===== src/rtl/pms_consts.vh =====
// constants for the mii status, clock and management block
//Behaviour
//RULE1 - management clock runs at most 2.5 MHz
//RULE2 - management logic tolerates unrelated management clock
//RULE3 - data line released when not driving
//RULE4 - half duplex: carrier on receive or transmit
//RULE5 - repeater/full duplex: carrier on receive only
//RULE6 - symbol mode: carrier pin shows signal detect
//RULE7 - half duplex: collision on simultaneous activity
//RULE8 - 10M half duplex heartbeat pulse after transmit
//RULE9 - repeater mode suppresses heartbeat
//RULE10 - full duplex: collision always low
//RULE11 - 100M transmit clock 25 MHz from pll
//RULE12 - 10M nibble transmit clock 2.5 MHz
//RULE13 - 10M serial transmit clock 10 MHz
//RULE14 - transmit enable marks valid nibble data
//RULE15 - 100M transmit error substitutes halt code
//RULE16 - management frames follow clause 22 format
//RULE17 - carrier/collision follow internal activity only
`ifndef PMS_CONSTS_VH
`define PMS_CONSTS_VH
`define PMS_OFF_CTRL    8'h00
`define PMS_OFF_STAT    8'h04
`define PMS_OFF_PHYAD   8'h08
`define PMS_OFF_HBCTL   8'h18
`define PMS_MR_CTRL     5'h00
`define PMS_MR_STAT     5'h01
`define PMS_MR_PHYAD    5'h02
`define PMS_MR_HBCTL    5'h18
`define PMS_B_FDX       0
`define PMS_B_SPD100    1
`define PMS_B_RPT       2
`define PMS_B_SYM       3
`define PMS_B_SER       4
`define PMS_B_HBEN      7
`define PMS_CTRL_RST    5'h00
`define PMS_HBCTL_RST   1'b0
`define PMS_PHYAD_RST   5'h01
`define PMS_CLK_NS      100
`define PMS_HB_NS       1000
`define PMS_HB_CYC      (`PMS_HB_NS / `PMS_CLK_NS)
`define PMS_PLL_HZ      100000000
`define PMS_TXC_100_HZ  25000000
`define PMS_TXC_NIB_HZ  2500000
`define PMS_TXC_SER_HZ  10000000
`define PMS_HALF(hz)    (`PMS_PLL_HZ / (2 * (hz)))
`define PMS_PRE_LEN     32
`define PMS_HDR_LEN     12
`define PMS_DAT_LEN     16
`define PMS_OP_RD       2'b10
`define PMS_OP_WR       2'b01
`define PMS_HALT        4'h4
`endif


===== src/rtl/pms_unused_placeholder_none.v =====
// intentionally empty of logic: no extra module
`timescale 1ns/1ps
`default_nettype none
`default_nettype wire


===== src/rtl/pms_mii_core.v =====
// mii carrier, collision, transmit clock, transmit path and management
`timescale 1ns/1ps
`default_nettype none
`include "pms_consts.vh"
module pms_mii_core #(
   parameter FIFO_DEPTH = 8,
   parameter FIFO_AW    = 3,
   parameter HB_CYC     = `PMS_HB_CYC
) (
   // clocking
   input  wire        clk_sys,
   input  wire        reset,
   input  wire        ce,
   // register port
   input  wire [7:0]  reg_addr,
   input  wire [31:0] reg_wdata,
   input  wire        reg_wr,
   input  wire        reg_rd,
   output reg  [31:0] reg_rdata,
   // management pins
   input  wire        mdc,
   input  wire        mdio_in,
   output reg         mdio_out,
   output reg         mdio_oe,
   // line activity
   input  wire        rx_active,
   input  wire        signal_detect,
   output reg         crs,
   output reg         col,
   // transmit clock
   input  wire        clock_generator_pll,
   output wire        tx_clk,
   // transmit from mac
   input  wire        tx_en,
   input  wire        tx_er,
   input  wire [3:0]  txd,
   output wire        tx_fifo_ready,
   // transmit toward medium
   output reg         tx_sym_valid,
   output reg  [3:0]  tx_sym_data,
   output reg         tx_sym_halt,
   input  wire        media_ready
);
   localparam S_PRE  = 3'd0;
   localparam S_ST   = 3'd1;
   localparam S_HDR  = 3'd2;
   localparam S_TARD = 3'd3;
   localparam S_RD   = 3'd4;
   localparam S_WR   = 3'd5;
   localparam S_SKIP = 3'd6;

   // half periods in pll ticks, cut to the divider width on purpose
   localparam [31:0] HALF_100 = `PMS_HALF(`PMS_TXC_100_HZ);
   localparam [31:0] HALF_SER = `PMS_HALF(`PMS_TXC_SER_HZ);
   localparam [31:0] HALF_NIB = `PMS_HALF(`PMS_TXC_NIB_HZ);

   // mode registers
   reg  [4:0]  ctrl;
   reg         hb_en;
   reg  [4:0]  phyad;
   wire        fdx    = ctrl[`PMS_B_FDX];
   wire        spd100 = ctrl[`PMS_B_SPD100];
   wire        rpt    = ctrl[`PMS_B_RPT];
   wire        sym    = ctrl[`PMS_B_SYM];
   wire        ser10  = ctrl[`PMS_B_SER];

   // transmit path
   wire        fifo_valid;
   wire [4:0]  fifo_data;
   wire        fifo_pop = ~tx_sym_valid | media_ready;
   wire [4:0]  tx_word;
   reg         tx_act_q;
   reg  [3:0]  hb_cnt;
   reg         hb_pulse;
   reg         next_crs;
   reg         next_col;
   wire        tx_act = tx_en | fifo_valid | tx_sym_valid;
   wire        hb_arm = ~spd100 & ~fdx & ~rpt & hb_en;

   // management shifter
   reg         mdc_s1;
   reg         mdc_s2;
   reg         mdc_s3;
   reg         mdi_s1;
   reg         mdi_s2;
   wire        mdc_rise = mdc_s2 & ~mdc_s3;
   reg  [2:0]  mstate;
   reg  [5:0]  mcnt;
   reg  [11:0] hdr;
   reg  [15:0] mshift;
   wire [11:0] hdr_n = {hdr[10:0], mdi_s2};
   wire [4:0]  hdr_ra = hdr_n[4:0];
   reg  [15:0] mreg_val;
   reg         mwr_go;
   reg  [4:0]  mwr_ra;
   reg  [15:0] mwr_data;
   reg  [5:0]  tx_half;
   reg  [31:0] next_rdata;

   // 100M error during enable replaces the nibble with halt
   assign tx_word = (spd100 & tx_er) ? {1'b1, `PMS_HALT} : {1'b0, txd}; // see RULE15

   pms_fifo #(
      .WIDTH (5),
      .DEPTH (FIFO_DEPTH),
      .AW    (FIFO_AW)
   ) u_fifo (
      .clk_sys   (clk_sys),
      .reset     (reset),
      .ce        (ce),
      .in_valid  (tx_en),
      .in_data   (tx_word),
      .in_ready  (tx_fifo_ready),
      .out_valid (fifo_valid),
      .out_data  (fifo_data),
      .out_ready (fifo_pop)
   );

   // only tx_en qualifies a nibble into the buffer
   always @(posedge clk_sys) begin
      if (reset) begin
         tx_sym_valid <= 1'b0;
         tx_sym_data  <= 4'h0;
         tx_sym_halt  <= 1'b0;
      end else if (ce && fifo_pop) begin // see RULE14
         tx_sym_valid <= fifo_valid;
         tx_sym_data  <= fifo_data[3:0];
         tx_sym_halt  <= fifo_data[4];
      end
   end

   // transmit clock rate follows speed and serial selection
   always @* begin
      if (spd100)
         tx_half = HALF_100[5:0]; // see RULE11
      else if (ser10)
         tx_half = HALF_SER[5:0]; // see RULE13
      else
         tx_half = HALF_NIB[5:0]; // see RULE12
   end

   pms_clkdiv #(
      .CW (6)
   ) u_txclk (
      .clk_sys (clk_sys),
      .reset   (reset),
      .ce      (ce),
      .tick    (clock_generator_pll),
      .half    (tx_half),
      .clk_out (tx_clk)
   );

   // heartbeat after each transmission end in 10M half duplex with hb_en set, not in repeater mode
   always @(posedge clk_sys) begin
      if (reset) begin
         tx_act_q <= 1'b0;
         hb_cnt   <= 4'h0;
         hb_pulse <= 1'b0;
      end else if (ce) begin
         tx_act_q <= tx_act;
         if (tx_act_q & ~tx_act & hb_arm) begin // see RULE8 RULE9 RULE10
            hb_cnt   <= HB_CYC[3:0];
            hb_pulse <= 1'b1;
         end else if (hb_cnt != 4'h0) begin
            hb_cnt   <= hb_cnt - 4'h1;
            hb_pulse <= (hb_cnt != 4'h1);
         end else begin
            hb_pulse <= 1'b0;
         end
      end
   end

   // status pins derive only from internal activity
   always @* begin
      if (sym)
         next_crs = signal_detect; // see RULE6
      else if (fdx | rpt)
         next_crs = rx_active; // see RULE5
      else
         next_crs = rx_active | tx_act; // see RULE4
      if (fdx)
         next_col = 1'b0; // see RULE10
      else
         next_col = (rx_active & tx_act) | (hb_pulse & ~rpt); // see RULE7
   end

   always @(posedge clk_sys) begin
      if (reset) begin
         crs <= 1'b0;
         col <= 1'b0;
      end else if (ce) begin // see RULE17
         crs <= next_crs;
         col <= next_col;
      end
   end

   // management clock sampled, not used as a clock
   always @(posedge clk_sys) begin
      if (reset) begin
         mdc_s1 <= 1'b0;
         mdc_s2 <= 1'b0;
         mdc_s3 <= 1'b0;
         mdi_s1 <= 1'b1;
         mdi_s2 <= 1'b1;
      end else if (ce) begin // see RULE2
         mdc_s1 <= mdc;
         mdc_s2 <= mdc_s1;
         mdc_s3 <= mdc_s2;
         mdi_s1 <= mdio_in;
         mdi_s2 <= mdi_s1;
      end
   end

   // 2.5 MHz ceiling leaves four samples per management period
   always @* begin
      case (hdr_ra)
         `PMS_MR_CTRL:  mreg_val = {11'h000, ctrl}; // see RULE1
         `PMS_MR_STAT:  mreg_val = {12'h000, tx_act, rx_active, col, crs};
         `PMS_MR_PHYAD: mreg_val = {11'h000, phyad};
         `PMS_MR_HBCTL: mreg_val = {8'h00, hb_en, 7'h00};
         default:       mreg_val = 16'h0000;
      endcase
   end

   // clause 22 frame: preamble, start, op, phy, reg, turnaround, data
   always @(posedge clk_sys) begin
      if (reset) begin
         mstate   <= S_PRE;
         mcnt     <= 6'd0;
         hdr      <= 12'h000;
         mshift   <= 16'h0000;
         mdio_out <= 1'b0;
         mdio_oe  <= 1'b0;
         mwr_go   <= 1'b0;
         mwr_ra   <= 5'h00;
         mwr_data <= 16'h0000;
      end else if (ce) begin
         mwr_go <= 1'b0;
         if (mdc_rise) begin
            case (mstate)
               S_PRE: begin // see RULE16
                  if (mdi_s2) begin
                     if (mcnt != `PMS_PRE_LEN)
                        mcnt <= mcnt + 6'd1;
                  end else if (mcnt == `PMS_PRE_LEN) begin
                     mstate <= S_ST;
                  end else begin
                     mcnt <= 6'd0;
                  end
               end
               S_ST: begin
                  mcnt   <= 6'd0;
                  mstate <= mdi_s2 ? S_HDR : S_PRE;
               end
               S_HDR: begin
                  hdr  <= hdr_n;
                  mcnt <= mcnt + 6'd1;
                  if (mcnt == `PMS_HDR_LEN - 1) begin
                     mcnt <= 6'd0;
                     if (hdr_n[9:5] != phyad)
                        mstate <= S_SKIP;
                     else if (hdr_n[11:10] == `PMS_OP_RD) begin
                        mshift <= mreg_val;
                        mstate <= S_TARD;
                     end else if (hdr_n[11:10] == `PMS_OP_WR)
                        mstate <= S_WR;
                     else
                        mstate <= S_SKIP;
                  end
               end
               S_TARD: begin
                  // second turnaround bit is a driven zero
                  mdio_oe  <= 1'b1; // see RULE3
                  mdio_out <= 1'b0;
                  mstate   <= S_RD;
               end
               S_RD: begin
                  mcnt <= mcnt + 6'd1;
                  if (mcnt == `PMS_DAT_LEN) begin
                     mdio_oe  <= 1'b0; // see RULE3
                     mdio_out <= 1'b0;
                     mcnt     <= 6'd0;
                     mstate   <= S_PRE;
                  end else begin
                     mdio_out <= mshift[15];
                     mshift   <= {mshift[14:0], 1'b0};
                  end
               end
               S_WR: begin
                  // two turnaround bits then sixteen data bits
                  mcnt   <= mcnt + 6'd1;
                  mshift <= {mshift[14:0], mdi_s2};
                  if (mcnt == `PMS_DAT_LEN + 1) begin
                     mwr_go   <= 1'b1;
                     mwr_ra   <= hdr[4:0];
                     mwr_data <= {mshift[14:0], mdi_s2};
                     mcnt     <= 6'd0;
                     mstate   <= S_PRE;
                  end
               end
               S_SKIP: begin
                  mcnt <= mcnt + 6'd1;
                  if (mcnt == `PMS_DAT_LEN + 1) begin
                     mcnt   <= 6'd0;
                     mstate <= S_PRE;
                  end
               end
               default: begin
                  mcnt   <= 6'd0;
                  mstate <= S_PRE;
               end
            endcase
         end
      end
   end

   // register writes; the bus wins over a same-cycle management write
   always @(posedge clk_sys) begin
      if (reset) begin
         ctrl  <= `PMS_CTRL_RST;
         hb_en <= `PMS_HBCTL_RST;
         phyad <= `PMS_PHYAD_RST;
      end else if (ce) begin
         if (reg_wr) begin
            case (reg_addr)
               `PMS_OFF_CTRL:  ctrl  <= reg_wdata[4:0];
               `PMS_OFF_PHYAD: phyad <= reg_wdata[4:0];
               `PMS_OFF_HBCTL: hb_en <= reg_wdata[`PMS_B_HBEN];
               default: ;
            endcase
         end else if (mwr_go) begin
            case (mwr_ra)
               `PMS_MR_CTRL:  ctrl  <= mwr_data[4:0];
               `PMS_MR_PHYAD: phyad <= mwr_data[4:0];
               `PMS_MR_HBCTL: hb_en <= mwr_data[`PMS_B_HBEN];
               default: ;
            endcase
         end
      end
   end

   // read data stands for one cycle only; unmapped reads as zero
   always @* begin
      case (reg_addr)
         `PMS_OFF_CTRL:  next_rdata = {27'h0000000, ctrl};
         `PMS_OFF_STAT:  next_rdata = {28'h0000000, tx_act, rx_active,
                                       col, crs};
         `PMS_OFF_PHYAD: next_rdata = {27'h0000000, phyad};
         `PMS_OFF_HBCTL: next_rdata = {24'h000000, hb_en, 7'h00};
         default:        next_rdata = 32'h00000000;
      endcase
   end

   always @(posedge clk_sys) begin
      if (reset)
         reg_rdata <= 32'h00000000;
      else if (ce)
         reg_rdata <= reg_rd ? next_rdata : 32'h00000000;
   end
endmodule
`default_nettype wire


===== src/rtl/pms_fifo.v =====
// small synchronous fifo with valid/ready on both sides
`timescale 1ns/1ps
`default_nettype none
module pms_fifo #(
   parameter WIDTH = 5,
   parameter DEPTH = 8,
   parameter AW    = 3
) (
   // clocking
   input  wire             clk_sys,
   input  wire             reset,
   input  wire             ce,
   // fill side
   input  wire             in_valid,
   input  wire [WIDTH-1:0] in_data,
   output reg              in_ready,
   // drain side
   output reg              out_valid,
   output wire [WIDTH-1:0] out_data,
   input  wire             out_ready
);
   reg [WIDTH-1:0] mem [0:DEPTH-1];
   reg [AW-1:0]    wr_ptr;
   reg [AW-1:0]    rd_ptr;
   reg [AW:0]      count;
   wire            push = in_valid & in_ready;
   wire            pop = out_valid & out_ready;
   reg  [AW:0]     next_count;

   assign out_data = mem[rd_ptr];

   always @* begin
      next_count = count;
      if (push & ~pop)
         next_count = count + 1'b1;
      else if (pop & ~push)
         next_count = count - 1'b1;
   end

   always @(posedge clk_sys) begin
      if (reset) begin
         wr_ptr    <= {AW{1'b0}};
         rd_ptr    <= {AW{1'b0}};
         count     <= {(AW+1){1'b0}};
         in_ready  <= 1'b1;
         out_valid <= 1'b0;
      end else if (ce) begin
         if (push) begin
            mem[wr_ptr] <= in_data;
            wr_ptr      <= (wr_ptr == DEPTH - 1) ? {AW{1'b0}} : wr_ptr + 1'b1;
         end
         if (pop)
            rd_ptr <= (rd_ptr == DEPTH - 1) ? {AW{1'b0}} : rd_ptr + 1'b1;
         count     <= next_count;
         in_ready  <= (next_count != DEPTH);
         out_valid <= (next_count != {(AW+1){1'b0}});
      end
   end
endmodule
`default_nettype wire


===== src/rtl/pms_clkdiv.v =====
// divides the pll tick stream into a square transmit clock
`timescale 1ns/1ps
`default_nettype none
module pms_clkdiv #(
   parameter CW = 6
) (
   // clocking
   input  wire          clk_sys,
   input  wire          reset,
   input  wire          ce,
   // pll tick and half period in ticks
   input  wire          tick,
   input  wire [CW-1:0] half,
   // divided clock
   output reg           clk_out
);
   reg [CW-1:0] cnt;

   always @(posedge clk_sys) begin
      if (reset) begin
         cnt     <= {CW{1'b0}};
         clk_out <= 1'b0;
      end else if (ce && tick) begin
         // a mode change stretches or cuts short the current half period
         if (cnt + 1'b1 >= half) begin
            cnt     <= {CW{1'b0}};
            clk_out <= ~clk_out;
         end else begin
            cnt <= cnt + 1'b1;
         end
      end
   end
endmodule
`default_nettype wire


===== config.mk =====
export PLATFORM = sky130hd
export DESIGN_NAME = pms_mii_core
export DESIGN_NICKNAME = d
export VERILOG_FILES = /design/src/rtl/pms_unused_placeholder_none.v /design/src/rtl/pms_mii_core.v /design/src/rtl/pms_fifo.v /design/src/rtl/pms_clkdiv.v
export VERILOG_INCLUDE_DIRS = /design/src /design/src/rtl
export SDC_FILE = /design/constraint.sdc
export NUM_CORES = 1
export LEC_CHECK = 0
export ABC_AREA = 1
export BUFFER_PORTS_ARGS = -buffer_cell sky130_fd_sc_hd__buf_2
export CAP_MARGIN = 20
export CORE_ASPECT_RATIO = 2
export CORE_MARGIN = 2
export CORE_UTILIZATION = 50
export CTS_CLUSTER_DIAMETER = 50
export CTS_CLUSTER_SIZE = 25
export DETAILED_ROUTE_END_ITERATION = 7
export PLACE_DENSITY = 0.82
export SLEW_MARGIN = 10
export SYNTH_ARGS = -nofsm -noshare
export SYNTH_HDL_FRONTEND = slang
export SYNTH_SLANG_ARGS = --single-unit

===== constraint.sdc =====
create_clock -name clk_sys -period 2.5 [get_ports clk_sys]
set_input_delay 0.25 -clock clk_sys [delete_from_list [all_inputs] [get_ports clk_sys]]
set_output_delay 0.25 -clock clk_sys [all_outputs]
set_load 0.05 [all_outputs]

==> results of run 1 <==
==> critical path, delay by kind of cell, from the launching register on <==
kind	cells	cell delay, ns
AND/OR/NAND/NOR	7	0.70
flip-flops	1	0.46
buffers and inverters	1	0.06
adder cells (fa/ha/maj)	2	0.45
XOR/XNOR	1	0.18
==> area by class of cell <==
cell class | count | area (µm²)
fillers | 1285 | 6160
multi-input cells | 671 | 3380
repair buffers | 61 | 350
flip-flops and latches | 145 | 3300
well taps | 192 | 240
clock buffers | 21 | 462
clock inverters | 11 | 104
inverters | 93 | 352
==> power groups by stage <==
stage	clock network (mW)	logic, mW	registers [mW]
after global placement	0	0.691	2.62
after global routing	2.56	0.818	2.59
after floorplan	0	0.539	2.64
after detailed placement	0	0.713	2.62
final	2.42	0.725	2.58
after CTS	2.45	0.720	2.57
==> worst paths after layout <==
path                                     start        endpoint  cells after the start
worst max register to register  u_txclk.cnt[0]  u_txclk.cnt[1]                     11
worst max-delay path            u_txclk.cnt[0]  u_txclk.cnt[1]                     11
worst min register to register         mdio_oe         mdio_oe                      2
worst min-delay path                   mdio_in          mdi_s1                      3
==> registers in the layout, summed over array words and instances (netlist names), 5 cells and up <==
name / cells
ctrl: 5
hdr: 11
mcnt: 6
mshift: 16
mwr_data: 6
mwr_ra: 5
phyad: 5
reg_rdata: 6
u_fifo.mem: 40
u_txclk.cnt: 6
==> synth_stat cells <==
master / n
sky130_fd_sc_hd__o211ai_1: 12
sky130_fd_sc_hd__nor2_1: 117
sky130_fd_sc_hd__o21ai_4: 2
sky130_fd_sc_hd__o21ai_0: 89
sky130_fd_sc_hd__ha_1: 19
sky130_fd_sc_hd__nor2_8: 1
sky130_fd_sc_hd__conb_1: 1
sky130_fd_sc_hd__xnor2_1: 2
sky130_fd_sc_hd__nor3_2: 1
sky130_fd_sc_hd__o21bai_1: 2
sky130_fd_sc_hd__nand2_2: 3
sky130_fd_sc_hd__or2_2: 3
sky130_fd_sc_hd__nand3_4: 2
sky130_fd_sc_hd__buf_4: 26
sky130_fd_sc_hd__xor2_1: 6
sky130_fd_sc_hd__edfxtp_1: 40
sky130_fd_sc_hd__clkinv_1: 2
sky130_fd_sc_hd__nor3_1: 12
sky130_fd_sc_hd__a21oi_1: 90
sky130_fd_sc_hd__inv_1: 83
sky130_fd_sc_hd__nand4_1: 20
sky130_fd_sc_hd__nor2_4: 2
sky130_fd_sc_hd__and3_1: 1
sky130_fd_sc_hd__clkbuf_1: 16
sky130_fd_sc_hd__nand3_2: 10
sky130_fd_sc_hd__a21oi_2: 1
sky130_fd_sc_hd__buf_2: 9
sky130_fd_sc_hd__o21a_1: 1
sky130_fd_sc_hd__inv_2: 7
sky130_fd_sc_hd__dfxtp_1: 105
sky130_fd_sc_hd__buf_8: 1
sky130_fd_sc_hd__nand2_1: 184
sky130_fd_sc_hd__buf_6: 3
sky130_fd_sc_hd__inv_4: 1
sky130_fd_sc_hd__nand3b_1: 2
sky130_fd_sc_hd__buf_1: 4
sky130_fd_sc_hd__nand3_1: 48
sky130_fd_sc_hd__mux2i_1: 7
sky130_fd_sc_hd__nor2_2: 8
==> logic make-up (layout without fill, tap and decap cells) <==
| kind of cell | Yosys count | count (layout) |
|---|---|---|
| compound gates | 197 | 197 |
| buf+inv | 152 | 186 |
| mux | 7 | 7 |
| flops | 145 | 145 |
| other cells | 1 | 26 |
| xor+xnor | 8 | 8 |
| fa+ha+maj | 19 | 19 |
| simple gates | 414 | 414 |
==> routing by layer <==
metal / vias to the layer above / GRT usage [%] / routed length, µm
met5: - / 0 / 0
met4: 0 / 15.5 / 1180
met3: 69 / 4.49 / 692
met2: 197 / 44.4 / 9730
met1: 2954 / 21.5 / 6050
li1: 3159 / - / -
==> run_results.csv, run 1 <==
group,metric,value,unit
run_status,status,"finished clean",
timing,grt_setup_unrepaired,"no",
synth,postSynthCellCount,943,
pwr,pwr-share-clk,42.3,%
timing,relSlewSlack,51.1,%
setup_path,critical_path.startpoint_type,"register",
setup_path,critical_path_cell_list,"ha_1 > nand3_1 > xor2_1 > ha_1 > inv_1 > nand2_1 > nor2_1 > nand2_1 > nand2_1 > nand2_1 > nor2_1",
synth,post_synth_instance_area,7300,µm²
pwr,power_report.internal_total,4.14,mW
clock_tree,cell_chosen_for_the_clock_root,"sky130_fd_sc_hd__clkbuf_16",
floorplanning,rows,62,
pwr,pwr_density,699,nW/µm²
setup_path,crit_slowest_cell,"sky130_fd_sc_hd__dfxtp_1",
placement,post-place-cells,1162,
synth,area_fraction_in_and_or_nand_and_nor_cells_after_synthesis,25.4,%
pwr,p_sw,1.58,mW
clock_tree,cts_made_buffers,17,
floorplanning,vertical_extent_of_the_die,175,µm
synth,synth.mux.area_fraction,0.960,%
synth,combinational_family_with_the_most_area_after_synthesis,"simple AND/OR/NAND/NOR gates",
placement,finalWeightedCongestion,0.896,
timing,min_period_over_period,77.5,%
floorplanning,initial_utilization,50.9,%
placement,port_buffers,48,
global_route,initial_antenna_violation_count,0,
clock_tree,post_cts_clock_slew_at_the_launch_and_capture_registers_of_the_worst_setup_and_hold_paths,0.06,ns
placement,dpl_worst_slack,0.622,ns
synth,syn_avg_cell_area,7.74,µm²
worst_hold_path,min_path_type,"in2reg",
synth,synth-compound-area-share,14.4,%
timing,final_sum_of_negative_setup_slack,0,ns
clock_tree,cts_hold_repair.buffers,0,
cells_and_area,drive_gt1_share,13.0,%
routing,route.detailed.vias_per_inst,5.34,
cells_and_area,fin_util,57.1,%
timing,fin_crit,1.94,ns
timing,final-setup-viol-count,0,
synth,synth.top_cells.by_area,"sky130_fd_sc_hd__dfxtp_1 29%, sky130_fd_sc_hd__edfxtp_1 16%, sky130_fd_sc_hd__nand2_1 9.5%, sky130_fd_sc_hd__a21oi_1 6.2%, sky130_fd_sc_hd__o21ai_0 6.1%",
run,maxCapViolCount,0,
clock_tree,cts_htree_levels,4,
setup_path,cpMostUsedCell,"sky130_fd_sc_hd__nand2_1",
timing,final_critical_path_setup_slack,0.561,ns
synth,synth_sequential_area_ratio,45.2,%
setup_path,crit_fanout,6,
setup_path,timing.reg2reg.setup_slack,0.56,ns
clock_tree,post_cts_buffers,0,
synth,yosys_warnings,0,
pwr,p_leak,3.39,nW
routing,first_iter_violations,435,
synth,netlist-cell-type-count,39,
pwr,share_comb_of_total_power,12.7,%
placement,post-dp-hpwl,12900,µm
setup_path,cpPeakStageDelay,0.46,ns
cells_and_area,final_std_cell_area_no_fill,8190,µm²
pwr,max-vdd-ir-drop,0.435,mV
timing,finClkSkew,0.00729,ns
routing,route.final.wire_length,17700,µm
global_route,grt_use_total,23.6,%
clock_tree,cts_resized,0,
global_route,grt_overflow_total,0,
cells_and_area,most_common_cell_after_layout_fill_and_taps_aside,"sky130_fd_sc_hd__nand2_1",
global_route,via_count_of_the_first_global_routing_pass,6141,
routing,detailroute.via_count,6379,
clock_tree,clk-insertion-delay-late,0.42,ns
timing,final-hold-violation-count,0,
clock_tree,cts_sinks,145,
cells_and_area,finalNetCount,1065,
pwr,swShare,27.6,%
routing,wire_per_inst,14.8,µm
synth,yosys.area.top_type_share,28.8,%
clock_tree,tritoncts_clock_tree,"yes",
synth,yosysTopAreaCell,"sky130_fd_sc_hd__dfxtp_1",
routing,final_antenna_net_count,0,
global_route,global_route_wire_length_before_repair,28400,µm
floorplanning,ioPinCount,101,
setup_path,endpoint_kind,"register",
clock_tree,cts_max_path_buffers,2,
timing,timing_worst_slew_pin_value,0.731,ns
pwr,part_of_the_power_in_registers,45.0,%
floorplanning,die_w,89.5,µm
global_route,grt_max_degree,66,
routing,drc,0,
floorplanning,design.die.area,15600,µm²
routing,detailedRoute.firstPassIterationCount,6,
cells_and_area,synthToLayoutAreaGrowth,12.1,%
cells_and_area,antenna-diode-count,0,
timing,hold_ws,0.0515,ns
cells_and_area,final_cell_mix,"184 x sky130_fd_sc_hd__nand2_1, 117 x sky130_fd_sc_hd__nor2_1, 105 x sky130_fd_sc_hd__dfxtp_1, 90 x sky130_fd_sc_hd__a21oi_1, 89 x sky130_fd_sc_hd__o21ai_0",
timing,clock.fmax,516,MHz
timing,slew_violations,0,
setup_path,worst-endpoint-arrival,2.29,ns
floorplanning,placeableCoreArea,14400,µm²
cells_and_area,layoutNonFillerInstCount,1194,
synth,yosys.area_share.adder,3.26,%
placement,placed_area,7620,µm²
setup_path,cp_data_required_time,2.85,ns
synth,post_synth_xor_area_fraction,0.960,%
synth,yosys_register_bits,145,
setup_path,timing_worst_setup_path_type,"reg2reg",
pwr,finalPower,5.72,mW
Power figures use the tool's default switching activity.
==> run 2: changes to the inputs <==
PLACE_DENSITY = 0.85   (was 0.82)
clock period = 1.75 ns   (was 2.5 ns; I/O delays follow)
==> run 2 against run 1 <==
Routed wire length is 3.1% higher; largest cell class unchanged; combinational power is 50% higher; count of clock-buffer cells in the layout is 4 lower; critical path type unchanged; register-to-register slack worse by 0.51 ns; critical path depth stayed put; utilization is 2.3 points higher.
==> run_results.csv, run 2 (same netlist as run 1, synthesis figures left out) <==
group,metric,value,unit
worst_hold_path,min_path_type,"in2reg",
run,maxCapViolCount,0,
setup_path,cp_data_required_time,2.10,ns
placement,finalWeightedCongestion,0.946,
cells_and_area,most_common_cell_after_layout_fill_and_taps_aside,"sky130_fd_sc_hd__nand2_1",
floorplanning,rows,62,
global_route,via_count_of_the_first_global_routing_pass,6300,
setup_path,timing_worst_setup_path_type,"reg2reg",
setup_path,worst-endpoint-arrival,2.05,ns
clock_tree,cts_htree_levels,4,
cells_and_area,drive_gt1_share,18.0,%
clock_tree,cell_chosen_for_the_clock_root,"sky130_fd_sc_hd__clkbuf_16",
cells_and_area,final_cell_mix,"183 x sky130_fd_sc_hd__nand2_1, 113 x sky130_fd_sc_hd__nor2_1, 100 x sky130_fd_sc_hd__dfxtp_1, 89 x sky130_fd_sc_hd__o21ai_0, 86 x sky130_fd_sc_hd__a21oi_1",
timing,fin_crit,1.70,ns
cells_and_area,synthToLayoutAreaGrowth,16.6,%
placement,post-dp-hpwl,13100,µm
setup_path,crit_fanout,5,
floorplanning,die_w,89.5,µm
timing,relSlewSlack,56.7,%
pwr,max-vdd-ir-drop,0.772,mV
clock_tree,tritoncts_clock_tree,"yes",
routing,drc,0,
global_route,initial_antenna_violation_count,0,
timing,clock.fmax,587,MHz
timing,timing_worst_slew_pin_value,0.642,ns
placement,port_buffers,48,
routing,wire_per_inst,14.9,µm
cells_and_area,fillCellCount,1205,
pwr,p_leak,3.57,nW
routing,final_antenna_net_count,0,
timing,finClkSkew,0.0105,ns
clock_tree,cts_max_path_buffers,2,
setup_path,endpoint_kind,"register",
global_route,grt_use_total,24.0,%
timing,grt_setup_unrepaired,"yes",
global_route,grt_overflow_total,0,
routing,first_iter_violations,442,
cells_and_area,largest_reg_flops,40,
routing,detailroute.via_count,6586,
pwr,pwr_density,992,nW/µm²
global_route,grt_max_degree,43,
timing,final-hold-violation-count,0,
floorplanning,vertical_extent_of_the_die,175,µm
global_route,global_route_wire_length_before_repair,29000,µm
routing,route.final.wire_length,18200,µm
floorplanning,ioPinCount,101,
cells_and_area,register_name_with_the_most_flops,"u_fifo.mem",
timing,slew_violations,0,
routing,route.detailed.vias_per_inst,5.39,
floorplanning,design.die.area,15600,µm²
placement,post-place-cells,1188,
cells_and_area,finalNetCount,1092,
cells_and_area,layoutNonFillerInstCount,1221,
cells_and_area,antenna-diode-count,0,
timing,min_period_over_period,97.3,%
routing,detailedRoute.firstPassIterationCount,5,
clock_tree,post_cts_clock_slew_at_the_launch_and_capture_registers_of_the_worst_setup_and_hold_paths,0.06,ns
clock_tree,cts_sinks,145,
floorplanning,placeableCoreArea,14400,µm²
clock_tree,cts_made_buffers,17,
cells_and_area,top_regs,"u_fifo.mem: 40 flops, mshift: 16 flops, hdr: 11 flops",
timing,final-setup-viol-count,0,
setup_path,critical_path.startpoint_type,"register",
clock_tree,clk-insertion-delay-late,0.42,ns
timing,hold_ws,0.0109,ns
run_status,status,"finished clean",
floorplanning,initial_utilization,50.9,%
-- run 2: cell count changes in the layout (fill, tap and decap cells not counted), moves of 5 or more --
cell                         previous run  this run
sky130_fd_sc_hd__buf_4                 12        38
sky130_fd_sc_hd__clkinvlp_4             7         2
sky130_fd_sc_hd__dfxtp_1              105       100
sky130_fd_sc_hd__dfxtp_2                0         5
-- run 2: path summary, 6_finish.rpt --
kind	startpoint	endpoint	slack [ns]	depth (start not counted)
setup / recovery	u_txclk.cnt[1]	u_txclk.cnt[0]	0.05	11
hold reg to reg	mdio_oe	mdio_oe	0.45	2
setup reg to reg	u_txclk.cnt[1]	u_txclk.cnt[0]	0.05	11
hold / removal	mdio_in	mdi_s1	0.01	3
-- run 2: power breakdown --
group / switching, mW / total, mW / internal, mW
Clock: 1.53 / 3.68 / 2.15
Sequential: 0.110 / 3.68 / 3.57
Combinational: 0.759 / 1.09 / 0.333
Total: 2.40 / 8.45 / 6.05
-- run 2: stage by stage --
stage | worst slack (ns) | instance area (µm²) | TNS, ns | util [%] | total power, mW
global route | -0.0449 | 8520 | -0.223 | 59.3 | 8.78
CTS | 0.0221 | 8450 | 0 | 58.9 | 8.46
global placement | 0.0917 | 7850 | 0 | 54.7 | 4.76
floorplan | 0.112 | 7420 | 0 | - | 4.55
detailed placement | 0.0412 | 7850 | 0 | 54.7 | 4.80
finish | 0.0470 | 8520 | 0 | 59.3 | 8.45
-- run 2: metal layers --
metal | track usage [%] | vias up | part of all wire (%)
met5 | 0 | - | 0
met4 | 15.1 | 0 | 5.8
met3 | 5.20 | 72 | 4.6
met2 | 43.5 | 232 | 55
met1 | 23.4 | 3073 | 34
li1 | - | 3209 | -
-- run 2: worst max-delay path: stages (launching register included) --
cell                      delay [ns]
sky130_fd_sc_hd__dfxtp_2        0.34
sky130_fd_sc_hd__ha_2           0.20
sky130_fd_sc_hd__nand3_1        0.11
sky130_fd_sc_hd__xor2_1         0.18
sky130_fd_sc_hd__ha_1           0.20
sky130_fd_sc_hd__inv_1          0.06
sky130_fd_sc_hd__nand2_1        0.05
sky130_fd_sc_hd__nor2_1         0.08
sky130_fd_sc_hd__nand2_1        0.10
sky130_fd_sc_hd__nand2_1        0.09
sky130_fd_sc_hd__nand2_2        0.11
sky130_fd_sc_hd__a21oi_2        0.12
-- run 2: final cells by class --
type	instances	area, µm²	share of cell area [%]
clock buffer	17	425	5.00
clock inverter	15	175	2.06
inverter	93	352	4.13
multi-input combinational	671	3450	40.5
sequential	145	3310	38.9
tap	192	240	2.82
timing repair buffer	88	566	6.64
-- run 2: timing repair --
| item | CTS | global route |
|---|---|---|
| endpoints found under the setup margin | 0 | 33 |
| hold buffers | 0 | 0 |
| endpoints found under the hold margin | 0 | 0 |
| buffers inserted | 0 | 1 |
| gates resized for setup | 0 | 20 |
==> run 3: changes to the inputs <==
MAX_ROUTING_LAYER = met4   (was default)
==> run 3 against run 2 <==
Non-clock buffer count unchanged; worst setup slack gained 0.031 ns; cell area rose by 0.15%; final cell count unchanged; register-to-register slack improved by 0.03 ns; total power increased by 0.10%; sequential power barely moved; utilization increased by 0.087 points; sequential cell count is the same; critical path type unchanged.
==> run_results.csv, run 3 (same netlist as run 1, synthesis figures left out) <==
group,metric,value,unit
floorplanning,die_w,89.5,µm
timing,final_sum_of_negative_setup_slack,0,ns
run_status,status,"finished clean",
setup_path,reg2regPathDepth,9,
routing,route.final.wire_length,18300,µm
cells_and_area,layoutNonFillerInstCount,1221,
placement,post-dp-hpwl,13100,µm
run,maxCapViolCount,0,
pwr,pwr-share-clk,43.6,%
placement,port_buffers,48,
floorplanning,placeableCoreArea,14400,µm²
clock_tree,cts_sinks,145,
routing,first_iter_violations,493,
pwr,p_leak,3.57,nW
pwr,max-vdd-ir-drop,0.776,mV
cells_and_area,drive_gt1_share,18.1,%
cells_and_area,finalNetCount,1092,
cells_and_area,most_common_cell_after_layout_fill_and_taps_aside,"sky130_fd_sc_hd__nand2_1",
clock_tree,cts_htree_levels,4,
floorplanning,vertical_extent_of_the_die,175,µm
clock_tree,cts_hold_repair.buffers,0,
global_route,grt_max_degree,43,
routing,route.detailed.vias_per_inst,5.40,
cells_and_area,largest_reg_flops,40,
floorplanning,rows,62,
worst_hold_path,min_path_type,"in2reg",
setup_path,worst-endpoint-arrival,1.98,ns
setup_path,timing_worst_setup_path_type,"reg2reg",
clock_tree,cts_max_path_buffers,2,
timing,final-setup-viol-count,0,
setup_path,crit_fanout,4,
cells_and_area,antenna-diode-count,0,
clock_tree,tritoncts_clock_tree,"yes",
cells_and_area,seq_area,3310,µm²
cells_and_area,final_std_cell_area_no_fill,8530,µm²
cells_and_area,synthToLayoutAreaGrowth,16.8,%
routing,wire_per_inst,15.0,µm
global_route,via_count_of_the_first_global_routing_pass,6305,
timing,min_period_over_period,95.5,%
routing,final_antenna_net_count,0,
routing,detailedRoute.firstPassIterationCount,6,
routing,drc,0,
cells_and_area,top_regs,"u_fifo.mem: 40 flops, mshift: 16 flops, hdr: 11 flops",
setup_path,endpoint_kind,"register",
cells_and_area,fin_util,59.4,%
setup_path,cp_data_required_time,2.06,ns
routing,detailroute.via_count,6598,
clock_tree,post_cts_clock_slew_at_the_launch_and_capture_registers_of_the_worst_setup_and_hold_paths,0.06,ns
timing,timing_worst_slew_pin_value,0.604,ns
setup_path,critical_path.startpoint_type,"register",
global_route,grt_use_total,24.7,%
timing,relSlewSlack,59.3,%
timing,finClkSkew,0.00922,ns
floorplanning,ioPinCount,101,
placement,post-place-cells,1188,
global_route,global_route_wire_length_before_repair,29000,µm
pwr,power_report.internal_total,6.05,mW
timing,slew_violations,0,
cells_and_area,fillCellCount,1201,
pwr,pwr_density,992,nW/µm²
clock_tree,clk-insertion-delay-late,0.42,ns
cells_and_area,multi_input_area,3460,µm²
pwr,p_sw,2.41,mW
worst_hold_path,hold_path_depth,3,
clock_tree,cell_chosen_for_the_clock_root,"sky130_fd_sc_hd__clkbuf_16",
pwr,share_comb_of_total_power,12.9,%
timing,final-hold-violation-count,0,
timing,hold_ws,0.00834,ns
pwr,part_of_the_power_in_registers,43.5,%
placement,finalWeightedCongestion,0.964,
timing,clock.fmax,598,MHz
pwr,swShare,28.5,%
timing,fin_crit,1.67,ns
global_route,initial_antenna_violation_count,0,
global_route,grt_overflow_total,0,
floorplanning,initial_utilization,50.9,%
cells_and_area,register_name_with_the_most_flops,"u_fifo.mem",
clock_tree,cts_made_buffers,17,
placement,placed_area,7850,µm²
cells_and_area,final_cell_mix,"182 x sky130_fd_sc_hd__nand2_1, 113 x sky130_fd_sc_hd__nor2_1, 100 x sky130_fd_sc_hd__dfxtp_1, 89 x sky130_fd_sc_hd__o21ai_0, 86 x sky130_fd_sc_hd__a21oi_1",
floorplanning,design.die.area,15600,µm²
## run 3: cell counts in the layout (fill, tap and decap cells not counted)
Identical to the previous run, type by type.
## run 3: final timing paths
kind,slack (ns),end,from
max,0.08,mstate[0],mcnt[0]
min,0.008,mdi_s1,mdio_in
max reg2reg,0.08,mstate[0],mcnt[0]
min reg2reg,0.45,mdio_oe,mdio_oe
## run 3: power groups by stage
stage	clock network, mW	logic [mW]	registers [mW]
after CTS	3.71	1.08	3.67
after global routing	3.87	1.22	3.69
after detailed placement	0	1.06	3.74
after floorplan	0	0.772	3.78
final	3.69	1.09	3.68
after global placement	0	1.02	3.74
## run 3: per-stage QoR
stage	setup WS (ns)	power (mW)
2_1_floorplan	0.112	4.55
3_3_place_gp	0.0917	4.76
3_5_place_dp	0.0412	4.80
4_1_cts	0.0221	8.46
5_1_grt	-0.0152	8.78
6_report	0.0783	8.46
## run 3: layout make-up
type	instances	share of cell area, %
inverters	93	4.12
multi-input cells	671	40.6
clock inverters	15	2.05
flip-flops and latches	145	38.8
well taps	192	2.82
repair buffers	88	6.63
clock buffers	17	4.99
## run 3: layer usage
layer,part of all wire [%],track usage (%)
met5,0,-
met4,6.0,15.4
met3,4.8,5.15
met2,55,43.4
met1,34,23.3
## run 3: timing repair
item,in CTS,in global routing
endpoints found under the setup margin,0,36
gates resized for setup,0,22
buffers inserted,0,1
## run 3: worst max-delay path, stage by stage (launching register included)
cell                      delay, ns
sky130_fd_sc_hd__dfxtp_2       0.34
sky130_fd_sc_hd__inv_2         0.08
sky130_fd_sc_hd__ha_1          0.16
sky130_fd_sc_hd__nand4_1       0.25
sky130_fd_sc_hd__nand2_1       0.13
sky130_fd_sc_hd__nand2_1       0.10
sky130_fd_sc_hd__nor2_1        0.18
sky130_fd_sc_hd__nand2_1       0.14
sky130_fd_sc_hd__nor2_1        0.12
sky130_fd_sc_hd__nor2_1        0.05
